<file path="config.mk">
export PLATFORM = sky130hd
export DESIGN_NAME = power_monitor_result_scaling
export DESIGN_NICKNAME = d
export VERILOG_FILES = /design/src/rtl/power_monitor_pkg.sv /design/src/rtl/quotient_divider.sv /design/src/rtl/power_monitor_result_scaling.sv
export SDC_FILE = /design/constraint.sdc
export NUM_CORES = 2
export LEC_CHECK = 0
export BUFFER_PORTS_ARGS = -buffer_cell sky130_fd_sc_hd__buf_2
export CAP_MARGIN = 5
export CORE_UTILIZATION = 45
export DETAILED_ROUTE_END_ITERATION = 8
export MAX_ROUTING_LAYER = met4
export PLACE_DENSITY = 0.64
export SYNTH_ARGS = -nofsm -noshare
export SYNTH_HDL_FRONTEND = slang
export SYNTH_SLANG_ARGS = --single-unit
</file>
<file path="constraint.sdc">
create_clock -name aclk -period 8.5 [get_ports aclk]
set_input_delay 2.55 -clock aclk [delete_from_list [all_inputs] [get_ports aclk]]
set_output_delay 2.55 -clock aclk [all_outputs]
set_load 0.05 [all_outputs]
</file>
<file path="src/rtl/power_monitor_pkg.sv">
`default_nettype none
package power_monitor_pkg;

	// ----------------------------------------------------------------
	// Clock and bus
	// ----------------------------------------------------------------
	localparam int clock_hz = 50_000_000;
	localparam int hz_per_mhz = 1_000_000;
	localparam int default_cycles_per_us = clock_hz / hz_per_mhz;
	localparam int addr_width = 8;
	localparam logic [1:0] resp_okay = 2'b00;
	localparam logic [1:0] resp_slverr = 2'b10;

	// ----------------------------------------------------------------
	// Register byte offsets
	// ----------------------------------------------------------------
	localparam logic [7:0] config_offset = 8'h00;
	localparam logic [7:0] shunt_cal_offset = 8'h04;
	localparam logic [7:0] shunt_voltage_offset = 8'h08;
	localparam logic [7:0] bus_voltage_offset = 8'h0c;
	localparam logic [7:0] die_temperature_offset = 8'h10;
	localparam logic [7:0] current_offset = 8'h14;
	localparam logic [7:0] power_offset = 8'h18;
	localparam logic [7:0] status_offset = 8'h1c;

	// ----------------------------------------------------------------
	// Control fields and reset values
	// ----------------------------------------------------------------
	localparam int range_bit = 0;
	localparam int conv_time_lsb = 1;
	localparam int avg_lsb = 4;
	localparam logic input_range_reset = 1'b0;
	localparam logic [2:0] conv_time_reset = 3'h5;
	localparam logic [2:0] avg_reset = 3'h0;
	localparam logic [15:0] shunt_cal_reset = 16'h0000;
	localparam int status_count_lsb = 16;

	// ----------------------------------------------------------------
	// Conversion timing and averaging
	// ----------------------------------------------------------------
	localparam int conv_time_us [8] = '{50, 84, 150, 280, 540, 1052, 2074, 4120};
	localparam int avg_shift [8] = '{0, 2, 4, 6, 7, 8, 9, 10};
	localparam int max_avg_shift = 10;

	// ----------------------------------------------------------------
	// Result arithmetic
	// ----------------------------------------------------------------
	// 819.2e6 times 5 uV per step gives 4096, applied as a shift
	localparam int current_scale_shift = 12;
	// Power step is one fifth of current step, 64 times current step times bus step
	localparam int power_shift = 6;
	localparam logic [15:0] current_pos_limit = 16'h7fff;
	localparam logic [15:0] current_neg_limit = 16'h8000;
	localparam logic [23:0] power_limit = 24'hffffff;

endpackage : power_monitor_pkg
`default_nettype wire

</file>
<file path="src/rtl/quotient_divider.sv">
`timescale 1ns/1ns
`default_nettype none
module quotient_divider #(
	parameter int dividend_width = 29,
	parameter int divisor_width = 16
) (
	input wire logic aclk,
	input wire logic aresetn,
	input wire logic start,
	input wire logic [dividend_width-1:0] dividend,
	input wire logic [divisor_width-1:0] divisor,
	output logic done,
	output logic [dividend_width-1:0] quotient
);
	localparam int count_width = $clog2(dividend_width + 1);

	if (dividend_width < 2 || divisor_width < 1) begin : bad_width
		$error("quotient_divider widths out of range");
	end

	typedef struct packed {
		logic busy;
		logic done;
		logic [count_width-1:0] count;
		logic [divisor_width:0] rem;
		logic [divisor_width-1:0] div;
		logic [dividend_width-1:0] quo;
	} div_state_type;

	div_state_type s;
	div_state_type next_s;
	logic [divisor_width:0] trial;
	logic fits;

	// ----------------------------------------------------------------
	// Restoring division, one quotient bit per cycle
	// ----------------------------------------------------------------
	always_comb begin
		next_s = s;
		next_s.done = 1'b0;
		trial = {s.rem[divisor_width-1:0], s.quo[dividend_width-1]};
		fits = trial >= {1'b0, s.div};
		if (start && !s.busy) begin
			next_s.busy = 1'b1;
			next_s.count = count_width'(dividend_width);
			next_s.rem = '0;
			next_s.div = divisor;
			next_s.quo = dividend;
		end else if (s.busy) begin
			next_s.quo = {s.quo[dividend_width-2:0], fits};
			next_s.rem = fits ? trial - {1'b0, s.div} : trial;
			next_s.count = s.count - count_width'(1);
			if (s.count == count_width'(1)) begin
				next_s.busy = 1'b0;
				next_s.done = 1'b1;
			end
		end
	end

	always_ff @(posedge aclk) begin
		if (!aresetn) begin
			s <= '0;
		end else begin
			s <= next_s;
		end
	end

	assign done = s.done;
	assign quotient = s.quo;

endmodule : quotient_divider
`default_nettype wire

</file>
<file path="src/rtl/power_monitor_result_scaling.sv">
// Chosen here: the AXI4-Lite register port and the register addresses.
`timescale 1ns/1ns
`default_nettype none
// Behaviour
// Range select 0 gives 163.84 mV full scale, 1 gives 40.96 mV.
// Shunt step is 5 uV wide range, 1.25 uV narrow range.
// Bus result is unsigned, 3.125 mV per step, 0 to 85 V.
// Shunt and bus results are 16-bit words.
// Shunt result is signed two's complement for both current directions.
// Die temperature is signed 12 bits, 125 millidegrees per step.
// Each completed shunt result yields a new current from calibration.
// Zero calibration constant forces current result to zero.
// Current uses fixed internal scaling of 819.2 times ten to six.
// Host programs calibration four times larger in narrow range.
// One current step equals the host-chosen current step size.
// Power result is a 24-bit unsigned value.
// Conversion time selectable 50 to 4120 us in eight steps.
// New output every conversion time times averaging count.
// Results stay stable until averaged, current and power all complete.
module power_monitor_result_scaling
	import power_monitor_pkg::*;
#(
	parameter int cycles_per_us = power_monitor_pkg::default_cycles_per_us
) (
	input wire logic aclk,
	input wire logic aresetn,
	input wire logic [power_monitor_pkg::addr_width-1:0] awaddr,
	input wire logic awvalid,
	output logic awready,
	input wire logic [31:0] wdata,
	input wire logic [3:0] wstrb,
	input wire logic wvalid,
	output logic wready,
	output logic [1:0] bresp,
	output logic bvalid,
	input wire logic bready,
	input wire logic [power_monitor_pkg::addr_width-1:0] araddr,
	input wire logic arvalid,
	output logic arready,
	output logic [31:0] rdata,
	output logic [1:0] rresp,
	output logic rvalid,
	input wire logic rready,
	input wire logic [15:0] adc_shunt,
	input wire logic [15:0] adc_bus,
	input wire logic [11:0] adc_temp,
	output logic input_range_select,
	output logic conversion_strobe,
	output logic result_update
);
	import power_monitor_pkg::*;

	localparam int acc_width = 16 + max_avg_shift;
	localparam int temp_acc_width = 12 + max_avg_shift;
	localparam int num_width = 17 + current_scale_shift;
	localparam int timer_width = 24;
	localparam int count_width = max_avg_shift + 1;

	if (cycles_per_us < 1 || conv_time_us[7] * cycles_per_us >= 2 ** timer_width) begin : bad_rate
		$error("cycles_per_us out of range");
	end

	// ----------------------------------------------------------------
	// State
	// ----------------------------------------------------------------
	typedef struct packed {
		logic aw_full;
		logic [addr_width-1:0] aw_addr;
		logic w_full;
		logic [31:0] w_data;
		logic [3:0] w_strb;
		logic awready;
		logic wready;
		logic bvalid;
		logic [1:0] bresp;
		logic arready;
		logic rvalid;
		logic [31:0] rdata;
		logic [1:0] rresp;
		logic range_sel;
		logic [2:0] conv_sel;
		logic [2:0] avg_sel;
		logic [15:0] shunt_cal;
		logic [timer_width-1:0] timer;
		logic [count_width-1:0] sample_count;
		logic [acc_width-1:0] acc_shunt;
		logic [acc_width-1:0] acc_bus;
		logic [temp_acc_width-1:0] acc_temp;
		logic conv_strobe;
		logic computing;
		logic div_start;
		logic cal_zero;
		logic negative;
		logic [16:0] pend_mag;
		logic [15:0] pend_shunt;
		logic [15:0] pend_bus;
		logic [11:0] pend_temp;
		logic [15:0] shunt_result;
		logic [15:0] bus_result;
		logic [11:0] temp_result;
		logic [15:0] current_result;
		logic [23:0] power_result;
		logic update;
	} state_type;

	state_type s;
	state_type next_s;

	logic div_done;
	logic [num_width-1:0] div_quotient;
	logic [num_width-1:0] div_dividend;
	logic [timer_width-1:0] period;
	logic [count_width-1:0] avg_count;
	logic [count_width-1:0] count_plus;
	logic [acc_width-1:0] sum_shunt;
	logic [acc_width-1:0] sum_bus;
	logic [temp_acc_width-1:0] sum_temp;
	logic [15:0] avg_shunt;
	logic [15:0] cur;
	logic [16:0] cur_mag;
	logic [32:0] product;
	logic [32:0] scaled;
	logic [31:0] cfg_word;
	logic [31:0] merged;
	logic cfg_write;
	logic [31:0] rd_word;
	logic rd_ok;

	function automatic logic [31:0] merge(input logic [31:0] old, input logic [31:0] data,
			input logic [3:0] strb);
		logic [31:0] res;
		res = old;
		for (int i = 0; i < 4; i++) begin
			if (strb[i]) begin
				res[8*i +: 8] = data[8*i +: 8];
			end
		end
		return res;
	endfunction : merge

	// ----------------------------------------------------------------
	// Divider for the current result
	// ----------------------------------------------------------------
	assign div_dividend = {s.pend_mag, current_scale_shift'(0)};

	quotient_divider #(
		.dividend_width(num_width),
		.divisor_width(16)
	) current_divider (
		.aclk(aclk),
		.aresetn(aresetn),
		.start(s.div_start),
		.dividend(div_dividend),
		.divisor(s.shunt_cal),
		.done(div_done),
		.quotient(div_quotient)
	);

	always_comb begin
		next_s = s;
		next_s.conv_strobe = 1'b0;
		next_s.update = 1'b0;
		next_s.div_start = 1'b0;
		cfg_write = 1'b0;
		cfg_word = '0;
		cfg_word[range_bit] = s.range_sel;
		cfg_word[conv_time_lsb +: 3] = s.conv_sel;
		cfg_word[avg_lsb +: 3] = s.avg_sel;
		merged = '0;
		rd_word = '0;
		rd_ok = 1'b1;
		period = timer_width'(conv_time_us[s.conv_sel] * cycles_per_us);
		avg_count = count_width'(1) << avg_shift[s.avg_sel];
		count_plus = s.sample_count + count_width'(1);
		sum_shunt = s.acc_shunt + {{max_avg_shift{adc_shunt[15]}}, adc_shunt};
		sum_bus = s.acc_bus + {max_avg_shift'(0), adc_bus};
		sum_temp = s.acc_temp + {{max_avg_shift{adc_temp[11]}}, adc_temp};
		avg_shunt = 16'($signed(sum_shunt) >>> avg_shift[s.avg_sel]);
		cur = '0;
		cur_mag = '0;
		product = '0;
		scaled = '0;

		// ------------------------------------------------------------
		// Write channel
		// ------------------------------------------------------------
		if (s.awready && awvalid) begin
			next_s.aw_full = 1'b1;
			next_s.aw_addr = awaddr;
		end
		if (s.wready && wvalid) begin
			next_s.w_full = 1'b1;
			next_s.w_data = wdata;
			next_s.w_strb = wstrb;
		end
		if (s.aw_full && s.w_full && !s.bvalid) begin
			next_s.aw_full = 1'b0;
			next_s.w_full = 1'b0;
			next_s.bvalid = 1'b1;
			next_s.bresp = resp_okay;
			case (s.aw_addr)
				config_offset: begin
					merged = merge(cfg_word, s.w_data, s.w_strb);
					next_s.range_sel = merged[range_bit];
					next_s.conv_sel = merged[conv_time_lsb +: 3];
					next_s.avg_sel = merged[avg_lsb +: 3];
					cfg_write = 1'b1;
				end
				shunt_cal_offset: begin
					merged = merge({16'h0000, s.shunt_cal}, s.w_data, s.w_strb);
					next_s.shunt_cal = merged[15:0];
				end
				shunt_voltage_offset, bus_voltage_offset, die_temperature_offset,
				current_offset, power_offset, status_offset: begin
					next_s.bresp = resp_okay;
				end
				default: begin
					next_s.bresp = resp_slverr;
				end
			endcase
		end else if (s.bvalid && bready) begin
			next_s.bvalid = 1'b0;
		end
		next_s.awready = !next_s.aw_full && !next_s.bvalid;
		next_s.wready = !next_s.w_full && !next_s.bvalid;

		// ------------------------------------------------------------
		// Read channel
		// ------------------------------------------------------------
		case (araddr)
			config_offset: rd_word = cfg_word;
			shunt_cal_offset: rd_word = {16'h0000, s.shunt_cal};
			shunt_voltage_offset: rd_word = {16'h0000, s.shunt_result};
			bus_voltage_offset: rd_word = {16'h0000, s.bus_result};
			die_temperature_offset: rd_word = {20'h00000, s.temp_result};
			current_offset: rd_word = {16'h0000, s.current_result};
			power_offset: rd_word = {8'h00, s.power_result};
			status_offset: begin
				rd_word[0] = s.computing;
				rd_word[status_count_lsb +: count_width] = s.sample_count;
			end
			default: rd_ok = 1'b0;
		endcase
		if (s.arready && arvalid) begin
			next_s.rvalid = 1'b1;
			next_s.rdata = rd_word;
			next_s.rresp = rd_ok ? resp_okay : resp_slverr;
		end else if (s.rvalid && rready) begin
			next_s.rvalid = 1'b0;
		end
		next_s.arready = !next_s.rvalid;

		// ------------------------------------------------------------
		// Conversion timing and averaging
		// ------------------------------------------------------------
		if (cfg_write) begin
			next_s.timer = '0;
			next_s.sample_count = '0;
			next_s.acc_shunt = '0;
			next_s.acc_bus = '0;
			next_s.acc_temp = '0;
		end else if (s.timer >= period - timer_width'(1)) begin
			next_s.timer = '0;
			next_s.conv_strobe = 1'b1;
			if (count_plus == avg_count) begin
				next_s.sample_count = '0;
				next_s.acc_shunt = '0;
				next_s.acc_bus = '0;
				next_s.acc_temp = '0;
				next_s.pend_shunt = avg_shunt;
				next_s.pend_bus = 16'(sum_bus >> avg_shift[s.avg_sel]);
				next_s.pend_temp = 12'($signed(sum_temp) >>> avg_shift[s.avg_sel]);
				next_s.negative = avg_shunt[15];
				next_s.pend_mag = avg_shunt[15] ? 17'h00000 - {1'b1, avg_shunt}
					: {1'b0, avg_shunt};
				next_s.computing = 1'b1;
				next_s.cal_zero = s.shunt_cal == 16'h0000;
				next_s.div_start = s.shunt_cal != 16'h0000;
			end else begin
				next_s.sample_count = count_plus;
				next_s.acc_shunt = sum_shunt;
				next_s.acc_bus = sum_bus;
				next_s.acc_temp = sum_temp;
			end
		end else begin
			next_s.timer = s.timer + timer_width'(1);
		end

		// ------------------------------------------------------------
		// Current and power, published together
		// ------------------------------------------------------------
		if (s.computing && (s.cal_zero || div_done)) begin
			if (s.cal_zero) begin
				cur = '0;
			end else if (s.negative) begin
				if (div_quotient > num_width'({1'b0, current_neg_limit})) begin
					cur = current_neg_limit;
				end else begin
					cur = 16'(num_width'(0) - div_quotient);
				end
			end else if (div_quotient > num_width'(current_pos_limit)) begin
				cur = current_pos_limit;
			end else begin
				cur = div_quotient[15:0];
			end
			cur_mag = cur[15] ? 17'h00000 - {1'b1, cur} : {1'b0, cur};
			product = {16'h0000, cur_mag} * {17'h00000, s.pend_bus};
			scaled = product >> power_shift;
			next_s.power_result = (|scaled[32:24]) ? power_limit : scaled[23:0];
			next_s.current_result = cur;
			next_s.shunt_result = s.pend_shunt;
			next_s.bus_result = s.pend_bus;
			next_s.temp_result = s.pend_temp;
			next_s.computing = 1'b0;
			next_s.update = 1'b1;
		end
	end

	// ----------------------------------------------------------------
	// Registers
	// ----------------------------------------------------------------
	always_ff @(posedge aclk) begin
		if (!aresetn) begin
			s <= '0;
			s.range_sel <= input_range_reset;
			s.conv_sel <= conv_time_reset;
			s.avg_sel <= avg_reset;
			s.shunt_cal <= shunt_cal_reset;
		end else begin
			s <= next_s;
		end
	end

	// ----------------------------------------------------------------
	// Outputs
	// ----------------------------------------------------------------
	assign awready = s.awready;
	assign wready = s.wready;
	assign bresp = s.bresp;
	assign bvalid = s.bvalid;
	assign arready = s.arready;
	assign rdata = s.rdata;
	assign rresp = s.rresp;
	assign rvalid = s.rvalid;
	assign input_range_select = s.range_sel;
	assign conversion_strobe = s.conv_strobe;
	assign result_update = s.update;

endmodule : power_monitor_result_scaling
`default_nettype wire

</file>
==> key figures <==
Outcome
  – Outcome: finished with violations
  – Failing checks: negative setup slack

STA
  – RSZ-0062 raised after global routing: true
  – Worst hold margin: 0.4550 ns
  – Final cycle utilization of the critical path: 101.4%
  – Slew Viols, Final: 0
  – FMAX: about 120 MHz
  – Clk_skew: approximately 0.023 ns
  – Worst Max-Slew Pin Slew: between 1 and 1.5 ns
  – Hold Violations, Final: 0
  – Final setup fails: 20
  – Slack of the critical path: -0.1198 ns
  – Tmin final: about 8.6 ns
  – Rel. slew slack: 19.16%

Synth
  – Seq cells post-synth: between 400 and 500
  – Synth area leaders: dfxtp_1 (24%), fa_1 (13%), ha_1 (8.7%), nand2_1 (5.7%), a21oi_1 (3.7%)
  – Top-area cell type share of the netlist area: 24.34%
  – Post-Synthesis Cells: 4100
  – Register area share after synthesis: 24.34%
  – Yosys cell types: 110
  – Fraction of registers with async set or reset after synthesis: 0%
  – Yosys warnings: 0
  – Synth Flop Type: dfxtp_1
  – Syn Area/Cell: 8.245 µm²
  – Post-synth EDFFs: 0
  – Cell accounting for the most synthesized area: dfxtp_1
  – Syn Std Cell Area: 33800 µm²

Detailed routing
  – Drt wl/cell: between 15 and 20 µm
  – Via density: 5.752
  – Post-Route WL: 99340 µm
  – First-pass detailed-route iteration total: 6
  – Iteration-0 DRC Markers: between 2000 and 3000
  – Final ANT Viol Nets: 0
  – Via count: 30320
  – DRC violation count after routing: 0

Worst hold path
  – Hold EP: wready$_SDFF_PN0_
  – Min-delay worst type: flip-flop to flip-flop
  – Cells on Worst Hold Path: 1
  – Worst Hold Launch: s[360]$_SDFF_PN0_

GRT
  – GR Overflow Total: 0
  – Vias in the first global route: about 29000
  – Antenna violations before repair: 4
  – First-pass GRT wire length: 158500 µm
  – Pin count of the biggest net entering global routing: just over 100
  – Overall routing resource usage: 26.44%

Worst setup path
  – Crit end category: flip-flop
  – Worst R2R Path Depth: 36
  – WP data arrival: a little over 9 ns
  – Top delay family on crit path: adder cells
  – Crit path launch type: flip-flop
  – Slowest CP cell: or4_4
  – Max FO, Critical Path: 9
  – R2R Path Start: current_divider.quotient[1]$_SDFFE_PP0P_
  – CP bufs+invs: 7
  – Most used cell, CP: fa_1
  – R2r setup slk: -0.12 ns
  – Crit Path Class: flip-flop to flip-flop
  – Terminus of the critical flop-to-flop path: s[12]$_SDFFE_PN0P_
  – Slowest stage delay, CP: between 0.5 and 0.6 ns
  – Critical Path RT: 8.97 ns

Finish
  – Final Instance Area: roughly 39000 µm²
  – Nets: 4816
  – Share of layout cells above drive strength 1: 13.84%
  – Multi-input logic area: around 24000 µm²
  – Synth-to-layout area growth: 14.23%
  – Final cell count without fillers: around 5300
  – Sequential cell area: 8234 µm²
  – Filler Cell Count: around 7000

Floorplan
  – Die X: between 200 and 300 µm
  – Io pins: between 100 and 150
  – Row count: 100
  – Starting density of the core: between 40% and 50%
  – Core Box Area: 74450 µm²
  – Die Y: about 280 µm
  – Die area: 76220 µm²

CTS
  – Insertion delay to the later sink of the worst-skew pair: 0.60 ns
  – Root Buffer: clkbuf_16
  – Clk slew on worst S/H paths: 0.06 ns
  – CTS tree: done
  – Sink Count: around 410
  – Max H-tree Level: 2
  – Hold_buf cts: 0
  – Clk buf depth: 3
  – CTS buffer count: 46

Power
  – VDD IR-drop max: between 150 and 200 µV
  – Leak: around 17 nW
  – PD cells: 272.7 nW/µm²

Place
  – Count of input and output buffers: around 120
  – Dpl cell area: 36510 µm²
  – Cells after DPL: about 5200
  – HPWL after detailed placement: about 74000 µm
  – Placer Congestion: about 0.9

Run
  – Max-cap viol count: 0
## placed cells by master (no fill, tap or decap), types with 55 or more instances in the layout
cell type and count:
and2_1 134, a22o_1 89, a21o_1 65, buf_4 218, dfxtp_1 406, ha_1 227
a211oi_1 63, mux2i_1 85, xnor2_1 110, xor2_1 55, nor3_1 68, o21ai_0 193
nand2_1 509, inv_1 315, a21oi_1 246, nor2_1 308, buf_2 121, fa_1 208
nand3_1 76
## where the power goes
part	leakage, nW	switching [mW]	total, mW	internal, mW
Sequential	3.35	0.376	2.60	2.23
Combinational	13.3	3.38	5.87	2.49
Clock	0.729	0.877	2.05	1.18
## worst reg2reg max path: cells and delay by family, from the launching register on
| family | cells | cell delay [ns] |
|---|---|---|
| and+or+nand+nor | 8 | 1.48 |
| xor gates and xnor gates | 1 | 0.16 |
| buffers and inverters | 7 | 0.78 |
| adders and majority gates | 8 | 3.27 |
| DFF | 1 | 0.35 |
| AOI/OAI and AO/OA | 12 | 2.47 |
## timing repair
item,4_1_cts,5_1_grt
cloned,2,0
setup endpoints to repair,24,24
resized for setup,49,38
buffers inserted,16,9
pin swaps,24,39
## cells in the mapped netlist (85+ instances only)
cell      instances
a21oi_1         253
a22o_1           89
and2_1          138
clkbuf_1        190
dfxtp_1         411
fa_1            213
ha_1            235
inv_1           324
mux2i_1          85
nand2_1         516
nor2_1          313
o21ai_0         201
xnor2_1         113
## routing by layer
layer / up-vias / global-route usage [%] / wire length, µm
met3: 169 / 3.127 / 6194
met4: 0 / 6.947 / 2451
met2: 921 / 41.12 / 45190
li1: 14560 / - / -
met5: - / - / 0
met1: 14670 / 36.35 / 45500
## how the worst max path moves through the flow
stage                     slack, ns  depth (start not counted)            endpoint                                 startpoint
final                         -0.12                         36  s[12]$_SDFFE_PN0P_   current_divider.quotient[1]$_SDFFE_PP0P_
after global routing          -0.46                         37  s[16]$_SDFFE_PN0P_   current_divider.quotient[1]$_SDFFE_PP0P_
after CTS                     -0.11                         37  s[16]$_SDFFE_PN0P_   current_divider.quotient[0]$_SDFFE_PP0P_
after detailed placement      -0.41                         31   s[1]$_SDFFE_PN0P_  current_divider.quotient[18]$_SDFFE_PN0P_
after global placement        -0.35                         30  s[10]$_SDFFE_PN0P_  current_divider.quotient[18]$_SDFFE_PN0P_
after floorplan               0.002                         35  s[21]$_SDFFE_PN0P_  current_divider.quotient[18]$_SDFFE_PN0P_
## sequential cells by signal, summed over array words and instances (netlist names), 6 cells and up
name	cells
s	283
div_dividend	17
current_divider.s	38
rdata	27
current_divider.quotient	29
cfg_word	6
## final cells by class
| type | count | share of cell area (%) |
|---|---|---|
| Antenna cell | 4 | 0.02592 |
| Clock buffer | 59 | 3.263 |
| Clock inverter | 22 | 0.6707 |
| Inverter | 328 | 3.195 |
| Multi-Input combinational cell | 3115 | 61.58 |
| Sequential cell | 411 | 21.32 |
| Tap cell | 969 | 3.140 |
| Timing Repair Buffer | 363 | 6.805 |
## per-stage QoR
stage	worst slack (ns)	TNS [ns]	util, %	total power [mW]
after floorplan	0.002175	0	-	6.248
after global placement	-0.3469	-7.216	49.04	8.103
after detailed placement	-0.4135	-8.678	49.04	8.174
after CTS	-0.1130	-1.623	51.56	10.41
after global routing	-0.4580	-9.598	51.87	11.30
final	-0.1198	-1.847	51.87	10.53
## cell families (layout without fill, tap and decap cells)
| family | after synthesis | after routing | synth area share, % |
|---|---|---|---|
| XOR/XNOR | 171 | 171 | 4.453 |
| multiplexers | 94 | 94 | 2.861 |
| AND/OR/NAND/NOR | 1336 | 1336 | 18.51 |
| AO/OA/AOI/OAI | 1037 | 1037 | 21.30 |
| flip-flops | 411 | 411 | 24.34 |
| buffers and inverters | 601 | 772 | 7.199 |
| adder cells (fa/ha/maj) | 448 | 448 | 21.31 |
| other | 2 | 33 | 0.02222 |
Note: power is estimated with default switching activity, not from simulation.
